**config.mk**
```make
export PLATFORM = sky130hd
export DESIGN_NAME = cpcap_top
export DESIGN_NICKNAME = d
export VERILOG_FILES = /design/src/hw/cpcap_pkg.sv /design/src/hw/cpcap_top.sv /design/src/hw/cpcap_mask_bank.sv
export SDC_FILE = /design/constraint.sdc
export NUM_CORES = 1
export LEC_CHECK = 0
export BUFFER_PORTS_ARGS = -buffer_cell sky130_fd_sc_hd__buf_2
export CAP_MARGIN = 30
export CORE_UTILIZATION = 45
export CTS_BUF_LIST = sky130_fd_sc_hd__clkbuf_16
export CTS_CLUSTER_DIAMETER = 200
export CTS_CLUSTER_SIZE = 10
export DETAILED_ROUTE_END_ITERATION = 12
export HOLD_SLACK_MARGIN = 0.1
export PLACE_DENSITY = 0.78
export SKIP_CTS_REPAIR_TIMING = 1
export SYNTH_ARGS = -nofsm -noshare
export SYNTH_HDL_FRONTEND = slang
export SYNTH_SLANG_ARGS = --single-unit
```
**constraint.sdc**
```tcl
create_clock -name clk -period 15.16 [get_ports clk]
set_input_delay 0.758 -clock clk [delete_from_list [all_inputs] [get_ports clk]]
set_output_delay 0.758 -clock clk [all_outputs]
set_load 0.1 [all_outputs]
```
**src/hw/cpcap_pkg.sv**
```systemverilog
// Constants for cache partition capability reporting and mask registers.
// Assumes a single core clock; all values are reset defaults or encodings.
package cpcap_pkg;

  // ----------------------------------------
  // Query leaves and sub-leaves
  // ----------------------------------------
  localparam logic [31:0] CPCAP_LEAF_FEATURES = 32'h0000_0007;
  localparam logic [31:0] CPCAP_LEAF_ALLOC    = 32'h0000_0010;
  localparam logic [31:0] CPCAP_SUB_ENUM      = 32'h0000_0000;
  localparam logic [31:0] CPCAP_RES_LAST      = 32'h0000_0001;
  localparam logic [31:0] CPCAP_RES_SECOND    = 32'h0000_0002;

  // ----------------------------------------
  // Field positions
  // ----------------------------------------
  localparam int CPCAP_SHARED_CTRL_BIT = 15;
  localparam int CPCAP_NONCPU_BIT      = 1;
  localparam int CPCAP_CDS_BIT         = 2;
  localparam int CPCAP_NONCONTIG_BIT   = 3;
  localparam int CPCAP_LEN_W           = 5;
  localparam int CPCAP_MAXCLS_W        = 16;
  localparam int CPCAP_ASSOC_CLS_LSB   = 32;

  // ----------------------------------------
  // Register addresses
  // ----------------------------------------
  localparam logic [15:0] CPCAP_ADDR_ASSOC     = 16'h0c8f;
  localparam logic [15:0] CPCAP_ADDR_LL_FIRST  = 16'h0c90;
  localparam logic [15:0] CPCAP_ADDR_LL_LAST   = 16'h0d0f;
  localparam logic [15:0] CPCAP_ADDR_SL_FIRST  = 16'h0d10;
  localparam logic [15:0] CPCAP_ADDR_SL_LAST   = 16'h0d4f;

  // ----------------------------------------
  // Reset values
  // ----------------------------------------
  localparam logic [63:0] CPCAP_MASK_RESET  = 64'hffff_ffff_ffff_ffff;
  localparam logic [63:0] CPCAP_ASSOC_RESET = 64'h0000_0000_0000_0000;

endpackage : cpcap_pkg

```
**src/hw/cpcap_top.sv**
```systemverilog
// Capability query responder, capacity mask banks and class association.
// Assumes software issues one query or register access per cycle as pulses.
//
// Functional notes
// Leaf 07H reports shared-resource control bit 15
// Leaf 10H sub 0 flags level resources
// Sub 0 other words read reserved zero
// Resource sub-leaf returns that resource's details
// First word 4:0 holds mask length minus one
// Last-level second word marks shared units
// Last-level third word bit 1 non-CPU agents
// Last-level third word bit 2 code/data split
// Third word bit 3 non-contiguous masks accepted
// Fourth word 15:0 highest class number
// Last-level third word bits 0, 31:4 reserved
// Second-level third word: bit 2, bit 3
// Second-level second word marks shared units
// One mask register per class, each level
// Mask banks shared by all sharers
// Per-processor association with common class field
// Software reads sub-leaves before configuring
// Association at 0C8FH, class bits 63:32
// Reset masks all ones, split off
// Mask registers at 0C90H..0D0FH, 0D10H..0D4FH
// Unknown sub-leaf returns zeros
`timescale 1ns/100ps
module cpcap_top
  import cpcap_pkg::*;
#(
  parameter int          LPS            = 2,
  parameter int          LL_MASK_W      = 16,
  parameter int          LL_CLASSES     = 16,
  parameter int          SL_MASK_W      = 8,
  parameter int          SL_CLASSES     = 8,
  parameter logic [31:0] LL_SHARED_UNITS = 32'h0000_c000,
  parameter logic [31:0] SL_SHARED_UNITS = 32'h0000_0000,
  parameter bit          LL_PRESENT     = 1'b1,
  parameter bit          SL_PRESENT     = 1'b1,
  parameter bit          LL_NONCPU      = 1'b1,
  parameter bit          LL_CDS         = 1'b1,
  parameter bit          LL_NONCONTIG   = 1'b0,
  parameter bit          SL_CDS         = 1'b1,
  parameter bit          SL_NONCONTIG   = 1'b0,
  parameter int          LP_W           = 1
)
(
  input  wire logic               clk,
  input  wire logic               rst_b,
  // Identification query
  input  wire logic               query_valid,
  input  wire logic [31:0]        query_leaf,
  input  wire logic [31:0]        query_subleaf,
  output logic                    query_done,
  output logic [31:0]             first_result_word,
  output logic [31:0]             second_result_word,
  output logic [31:0]             third_result_word,
  output logic [31:0]             fourth_result_word,
  // Register access
  input  wire logic               reg_valid,
  input  wire logic               reg_write,
  input  wire logic [LP_W-1:0]    reg_lp,
  input  wire logic [15:0]        reg_addr,
  input  wire logic [63:0]        reg_wdata,
  output logic                    reg_done,
  output logic [63:0]             reg_rdata,
  output logic                    reg_error,
  // Status towards the allocation logic
  output logic [LPS-1:0][31:0]    lp_class_of_service,
  output logic                    code_data_split
);

  // ----------------------------------------
  // Elaboration checks
  // ----------------------------------------
  initial
  begin
    if (LL_MASK_W < 1 || LL_MASK_W > 32 || SL_MASK_W < 1 || SL_MASK_W > 32)
      $error("cpcap_top: mask width must be 1..32");
    if (LL_CLASSES < 1 || LL_CLASSES > 128 || SL_CLASSES < 1 || SL_CLASSES > 64)
      $error("cpcap_top: class count out of range");
    if (LPS < 1 || LPS > (1 << LP_W))
      $error("cpcap_top: processor count does not fit index");
    if ((LL_SHARED_UNITS >> LL_MASK_W) != 32'h0 || (SL_SHARED_UNITS >> SL_MASK_W) != 32'h0)
      $error("cpcap_top: shared units beyond mask length");
  end

  localparam int IDX_W = 7;

  // ----------------------------------------
  // Reset synchroniser
  // ----------------------------------------
  logic rst_meta_b;
  logic rst_sync_b;

  always_ff @(posedge clk or negedge rst_b)
  begin
    if (!rst_b)
    begin
      rst_meta_b <= 1'b0;
      rst_sync_b <= 1'b0;
    end
    else
    begin
      rst_meta_b <= 1'b1;
      rst_sync_b <= rst_meta_b;
    end
  end

  // ----------------------------------------
  // State
  // ----------------------------------------
  typedef struct packed {
    logic                  query_done;
    logic [31:0]           w1;
    logic [31:0]           w2;
    logic [31:0]           w3;
    logic [31:0]           w4;
    logic                  reg_done;
    logic [63:0]           reg_rdata;
    logic                  reg_error;
    logic [LPS-1:0][31:0]  cls;
  } cpcap_state_t;

  cpcap_state_t st;
  cpcap_state_t next_st;

  // ----------------------------------------
  // Address decode
  // ----------------------------------------
  logic             hit_assoc;
  logic             hit_ll;
  logic             hit_sl;
  logic [IDX_W-1:0] ll_idx;
  logic [IDX_W-1:0] sl_idx;
  logic [15:0]      ll_off;
  logic [15:0]      sl_off;

  always_comb
  begin
    hit_assoc = reg_addr == CPCAP_ADDR_ASSOC;
    hit_ll    = reg_addr >= CPCAP_ADDR_LL_FIRST && reg_addr <= CPCAP_ADDR_LL_LAST;
    hit_sl    = reg_addr >= CPCAP_ADDR_SL_FIRST && reg_addr <= CPCAP_ADDR_SL_LAST;
    ll_off    = reg_addr - CPCAP_ADDR_LL_FIRST;
    sl_off    = reg_addr - CPCAP_ADDR_SL_FIRST;
    ll_idx    = ll_off[IDX_W-1:0];
    sl_idx    = sl_off[IDX_W-1:0];
  end

  // ----------------------------------------
  // Mask banks, one per cache level
  // ----------------------------------------
  logic [LL_MASK_W-1:0] ll_rd;
  logic [SL_MASK_W-1:0] sl_rd;
  logic                 ll_ok;
  logic                 sl_ok;
  logic                 ll_wr;
  logic                 sl_wr;
  logic                 ll_resv;
  logic                 sl_resv;

  // Bits above the mask length are reserved and refuse the write
  always_comb
  begin
    ll_resv = LL_MASK_W < 64 && (reg_wdata >> LL_MASK_W) != 64'h0;
    sl_resv = SL_MASK_W < 64 && (reg_wdata >> SL_MASK_W) != 64'h0;
    ll_wr   = reg_valid && reg_write && hit_ll && ll_ok && !ll_resv && LL_PRESENT;
    sl_wr   = reg_valid && reg_write && hit_sl && sl_ok && !sl_resv && SL_PRESENT;
  end

  cpcap_mask_bank #(
    .MASK_W  (LL_MASK_W),
    .CLASSES (LL_CLASSES),
    .IDX_W   (IDX_W)
  ) u_last_level (
    .clk        (clk),
    .rst_sync_b (rst_sync_b),
    .wr_en      (ll_wr),
    .wr_idx     (ll_idx),
    .wr_data    (reg_wdata[LL_MASK_W-1:0]),
    .rd_idx     (ll_idx),
    .rd_data    (ll_rd),
    .rd_hit     (ll_ok)
  );

  cpcap_mask_bank #(
    .MASK_W  (SL_MASK_W),
    .CLASSES (SL_CLASSES),
    .IDX_W   (IDX_W)
  ) u_second_level (
    .clk        (clk),
    .rst_sync_b (rst_sync_b),
    .wr_en      (sl_wr),
    .wr_idx     (sl_idx),
    .wr_data    (reg_wdata[SL_MASK_W-1:0]),
    .rd_idx     (sl_idx),
    .rd_data    (sl_rd),
    .rd_hit     (sl_ok)
  );

  // ----------------------------------------
  // Capability words of each level
  // ----------------------------------------
  logic [31:0] ll_len_word;
  logic [31:0] ll_share_word;
  logic [31:0] ll_flag_word;
  logic [31:0] ll_cls_word;
  logic [31:0] sl_len_word;
  logic [31:0] sl_share_word;
  logic [31:0] sl_flag_word;
  logic [31:0] sl_cls_word;

  always_comb
  begin
    ll_len_word                       = 32'h0;
    ll_share_word                     = 32'h0;
    ll_flag_word                      = 32'h0;
    ll_cls_word                       = 32'h0;
    ll_len_word[CPCAP_LEN_W-1:0]      = CPCAP_LEN_W'(LL_MASK_W - 1);
    // Only units inside the mask length are reported
    ll_share_word                     = LL_SHARED_UNITS & (32'hffff_ffff >> (32 - LL_MASK_W));
    ll_flag_word[CPCAP_NONCPU_BIT]    = LL_NONCPU;
    ll_flag_word[CPCAP_CDS_BIT]       = LL_CDS;
    ll_flag_word[CPCAP_NONCONTIG_BIT] = LL_NONCONTIG;
    ll_cls_word[CPCAP_MAXCLS_W-1:0]   = CPCAP_MAXCLS_W'(LL_CLASSES - 1);
  end

  always_comb
  begin
    sl_len_word                       = 32'h0;
    sl_share_word                     = 32'h0;
    sl_flag_word                      = 32'h0;
    sl_cls_word                       = 32'h0;
    sl_len_word[CPCAP_LEN_W-1:0]      = CPCAP_LEN_W'(SL_MASK_W - 1);
    sl_share_word                     = SL_SHARED_UNITS & (32'hffff_ffff >> (32 - SL_MASK_W));
    sl_flag_word[CPCAP_CDS_BIT]       = SL_CDS;
    sl_flag_word[CPCAP_NONCONTIG_BIT] = SL_NONCONTIG;
    sl_cls_word[CPCAP_MAXCLS_W-1:0]   = CPCAP_MAXCLS_W'(SL_CLASSES - 1);
  end

  // ----------------------------------------
  // Query and register logic
  // ----------------------------------------
  always_comb
  begin
    next_st            = st;
    next_st.query_done = 1'b0;
    next_st.reg_done   = 1'b0;
    next_st.reg_error  = 1'b0;

    if (query_valid)
    begin
      next_st.query_done = 1'b1;
      next_st.w1 = 32'h0;
      next_st.w2 = 32'h0;
      next_st.w3 = 32'h0;
      next_st.w4 = 32'h0;
      if (query_leaf == CPCAP_LEAF_FEATURES && query_subleaf == CPCAP_SUB_ENUM)
        next_st.w2[CPCAP_SHARED_CTRL_BIT] = LL_PRESENT | SL_PRESENT;
      else if (query_leaf == CPCAP_LEAF_ALLOC)
      begin
        if (query_subleaf == CPCAP_SUB_ENUM)
        begin
          next_st.w2[CPCAP_RES_LAST[4:0]]   = LL_PRESENT;
          next_st.w2[CPCAP_RES_SECOND[4:0]] = SL_PRESENT;
        end
        else if (query_subleaf == CPCAP_RES_LAST && LL_PRESENT)
        begin
          next_st.w1 = ll_len_word;
          next_st.w2 = ll_share_word;
          next_st.w3 = ll_flag_word;
          next_st.w4 = ll_cls_word;
        end
        else if (query_subleaf == CPCAP_RES_SECOND && SL_PRESENT)
        begin
          next_st.w1 = sl_len_word;
          next_st.w2 = sl_share_word;
          next_st.w3 = sl_flag_word;
          next_st.w4 = sl_cls_word;
        end
      end
    end

    if (reg_valid)
    begin
      next_st.reg_done  = 1'b1;
      next_st.reg_rdata = 64'h0;
      if (int'(reg_lp) >= LPS)
        next_st.reg_error = 1'b1;
      else if (hit_assoc)
      begin
        // Low half reserved here; class field accepted up to 32 bits
        if (reg_write)
        begin
          if (reg_wdata[CPCAP_ASSOC_CLS_LSB-1:0] != 32'h0)
            next_st.reg_error = 1'b1;
          else
            next_st.cls[reg_lp] = reg_wdata[63:CPCAP_ASSOC_CLS_LSB];
        end
        else
          next_st.reg_rdata = {st.cls[reg_lp], 32'h0};
      end
      else if (hit_ll && ll_ok && LL_PRESENT)
      begin
        if (reg_write)
          next_st.reg_error = ll_resv;
        else
          next_st.reg_rdata = 64'(ll_rd);
      end
      else if (hit_sl && sl_ok && SL_PRESENT)
      begin
        if (reg_write)
          next_st.reg_error = sl_resv;
        else
          next_st.reg_rdata = 64'(sl_rd);
      end
      else
        next_st.reg_error = 1'b1;
    end
  end

  always_ff @(posedge clk or negedge rst_sync_b)
  begin
    if (!rst_sync_b)
      st <= '{default: '0};
    else
      st <= next_st;
  end

  // ----------------------------------------
  // Outputs straight from flip-flops, except code_data_split, which is tied low
  // ----------------------------------------
  assign query_done          = st.query_done;
  assign first_result_word   = st.w1;
  assign second_result_word  = st.w2;
  assign third_result_word   = st.w3;
  assign fourth_result_word  = st.w4;
  assign reg_done            = st.reg_done;
  assign reg_rdata           = st.reg_rdata;
  assign reg_error           = st.reg_error;
  assign lp_class_of_service = st.cls;
  // Remapping is out of scope; split stays disabled after reset
  assign code_data_split     = 1'b0;

endmodule : cpcap_top

```
**src/hw/cpcap_mask_bank.sv**
```systemverilog
// Bank of per-class capacity mask registers for one cache level.
// Assumes writes arrive from any sharer of that cache; one copy serves all.
`timescale 1ns/100ps
module cpcap_mask_bank
  import cpcap_pkg::*;
#(
  parameter int MASK_W  = 16,
  parameter int CLASSES = 16,
  parameter int IDX_W   = 7
)
(
  input  wire logic               clk,
  input  wire logic               rst_sync_b,
  input  wire logic               wr_en,
  input  wire logic [IDX_W-1:0]   wr_idx,
  input  wire logic [MASK_W-1:0]  wr_data,
  input  wire logic [IDX_W-1:0]   rd_idx,
  output logic      [MASK_W-1:0]  rd_data,
  output logic                    rd_hit
);

  initial
  begin
    if (CLASSES < 1 || CLASSES > (1 << IDX_W) || MASK_W < 1 || MASK_W > 32)
      $error("cpcap_mask_bank: unsupported parameters");
  end

  typedef struct packed {
    logic [CLASSES-1:0][MASK_W-1:0] mask;
  } cpcap_bank_t;

  cpcap_bank_t st;
  cpcap_bank_t next_st;

  // ----------------------------------------
  // Storage
  // ----------------------------------------
  always_comb
  begin
    next_st = st;
    if (wr_en && (int'(wr_idx) < CLASSES))
      next_st.mask[wr_idx] = wr_data;
  end

  always_ff @(posedge clk or negedge rst_sync_b)
  begin
    if (!rst_sync_b)
      st <= '{mask: {CLASSES{CPCAP_MASK_RESET[MASK_W-1:0]}}};
    else
      st <= next_st;
  end

  // Combinational read; the top registers the answer
  always_comb
  begin
    rd_hit  = int'(rd_idx) < CLASSES;
    rd_data = rd_hit ? st.mask[rd_idx] : '0;
  end

endmodule : cpcap_mask_bank

```
==> results.md <==
- GRT Overall Usage: 22.03%
- Post-DRT Antenna Nets: 0
- DR DRC count: 0
- Crit. End Element: flip-flop
- Sequential share of the synthesized area: 52.78%
- Outcome: finished, final reports clean
- Crit start category: input port
- Layout cell share with drive strength beyond 1: 66.86%
- Ports: 410
- Antenna violations before repair: 8
- Hold Crit Class: flip-flop to async pin
- Power Internal: 1.813 mW
- Yosys cell types: 47
- Slew Limit Fails: 0
- Worst IR drop on VDD: 0.08809 mV
- Post-synth EDFFs: 0
- Critical Path RT: 15,590 ps
- Chip Height: 221.4 um
- Reg2reg start: rst_sync_b
- Final Hold Fails: 0
- Syn avg cell area: 14.65 um2
- Period Utilization, post-route: 23.65%
- Critical Path Start: reg_wdata[18]
- Routed wire length: 54,700 um
- Vias: 13,060
- Clock root buffer: clkbuf_16
- Combinational power share: 10.2%
- Worst skew pair latency: 570 ps
- Grt ovf: 0
- Post-route setup TNS: 0 ps
- Final total power: 2.490 mW
- Net Sw Power: 0.6773 mW
- Core Region: 47,650 um2
- Clock-pin slew on the worst setup and hold paths: 50 ps
- Largest net degree at the start of global routing: 177
- FP Rows: 80
- CTS max path bufs: 3
- Post-synth top area cell: dfstp_2
- # setup viols final: 0
- Min cycle time layout: 3586 ps
- Switching part of the total power: 27.20%
- Starting DRT DRC Count: 1,028
- Leakage: 11.42 nW
- Dpl hpwl: 35,270 um
- RSZ-0062 raised after global routing: false
- Synth cell count leaders: 357 x mux2_2, 320 x dfstp_2, 144 x buf_4
- Avg WL per Cell: 23.09 um
- Num CTS Buffers: 50
- Final net count: 1,871
- Register share of total power: 47.6%
- Clock sink count: 441
- Prevailing post-synth register cell: dfstp_2
- Initial Util: 45.48%
- FF+latch count, synth: 441
- H-tree levels: 2
- CP max-delay cell: nand3_2
- CP peak stage delay: 880 ps
- Post-layout util: 51.16%
- # Max-Cap Violations: 0
- Pwr Density: 102.1 nW/um2
- Worst path buffer plus inverter count: 1
- Most frequent cell after synthesis: mux2_2
- Fill count: 3,939
- Cells after synthesis: 1,479
- Cell area after synthesis: 21,670 um2
- Die area: 49,030 um2
- Routed vias/inst: 5.515
- Clk_skew: 21.84 ps
- First drt pass iteration count: 5
- First-pass GRT wire length: 83,150 um
- Max-slew headroom: 32.24%
- Yosys warns: 0
- Post-synth top area share: 38.80%
- Crit path cell chain: buf_2 -> nor4_1 -> nand4_1 -> nor2_2 -> nand3_2 -> mux2_2
- TritonCTS clock tree: built
- Layout area overhead: 12.50%
- Area contributors post-synth: dfstp_2 39%, mux2_2 19%, dfrtp_1 14%, mux4_2 8.3%, buf_4 5.0%
- Clock power frac: 42.2%
- Synth async-reset ratio: 100.0%
- Die width: 221.4 um
- CP max FO: 32
- CP delay by family, top: simple AND/OR/NAND/NOR gates
- Setup Crit Path Kind: input port to flip-flop
- Vias in the first global route: 13,740
- Port bufs: 278
- Worst slew pin tran: 1016 ps
- Worst EP arrival: 4010 ps
- Max Fclk: 278.9 MHz
- Routability Congestion: 0.8554
-- power groups by stage --
stage	Sequential [mW]	Clock, mW	Combinational (mW)
final	1.19	1.05	0.254
after detailed placement	1.20	0	0.253
after global placement	1.20	0	0.250
after global routing	1.19	1.12	0.264
after floorplan	1.22	0	0.210
after CTS	1.19	1.08	0.254
-- worst reg2reg max path: stages, from the launching register on --
cell	delay [ps]
dfrtp_4	820
buf_12	550
buf_4	1020
-- routing by layer --
layer / GRT usage, % / up-vias / part of all wire, %
met5: 0 / - / 0.079
met3: 4.382 / 103 / 6.0
met4: 7.594 / 6 / 2.8
met2: 36.52 / 469 / 49
met1: 28.91 / 6843 / 42
li1: - / 5643 / -
-- placed cells by master, fill, tap and decap left out, drive strengths merged, types with 11 or more instances in the layout --
master and n:
mux2 392, dfstp 320, buf 294, conb 132, dfrtp 121, mux4 80, inv 75, clkbuf 51
o22ai 42, nor4 36, mux2i 32, a22o 32, nor2 29, nand4 29, nor2b 12, o21ai 11
-- metrics by stage --
step	area, um2	instances	setup WS [ps]	hold WS [ps]
6_report	24380	2369	11570	358.6
3_5_place_dp	22960	2282	11100	344.1
2_1_floorplan	22160	1609	2518	331.2
3_3_place_gp	22920	2280	11140	339.0
4_1_cts	24350	2361	11690	-54.91
5_1_grt	24370	2365	11450	379.9
-- cells by family (layout without fill, tap and decap cells) --
family | after synthesis | count (layout) | share of synthesized area, %
muxes | 504 | 504 | 30.65
DFF | 441 | 441 | 52.78
buffers and inverters | 283 | 421 | 7.980
and+or+nand+nor | 149 | 149 | 5.312
AOI/OAI and AO/OA | 97 | 97 | 3.107
other | 2 | 139 | 0.03466
xor gates and xnor gates | 2 | 2 | 0.08086
adders and majority gates | 1 | 1 | 0.05773
-- state kept, by name (all words and copies together) (netlist names) --
signal	cells
first_result_word	1
lp_class_of_service	64
query_done	1
reg_done	1
reg_error	1
reg_rdata	48
rst_meta_b	1
rst_sync_b	1
second_result_word	3
u_last_level.st	256
u_second_level.st	64
-- path summary, 6_finish.rpt --
check                                          end  slack (ps)  depth (start not counted)
setup / recovery           lp_class_of_service[58]       11570                          6
hold / removal                       reg_rdata[14]         360                          0
setup reg to reg                     reg_rdata[41]       12740                          2
hold reg to reg                      reg_rdata[14]         360                          0
max in group asynchronous            reg_rdata[41]       12740                          2
min in group clk                        rst_sync_b         360                          0
-- area by class of cell --
cell class	instances	area [um2]	share of cell area, %
clock buffer	51	1276	5.235
timing repair buffer	295	1572	6.447
sequential	441	11440	46.93
multi-input combinational	885	9011	36.97
tap	615	769.5	3.157
antenna	7	17.52	0.07186
inverter	47	176.4	0.7237
clock inverter	28	115.1	0.4722
No activity file was read; power rests on OpenSTA's default activity.
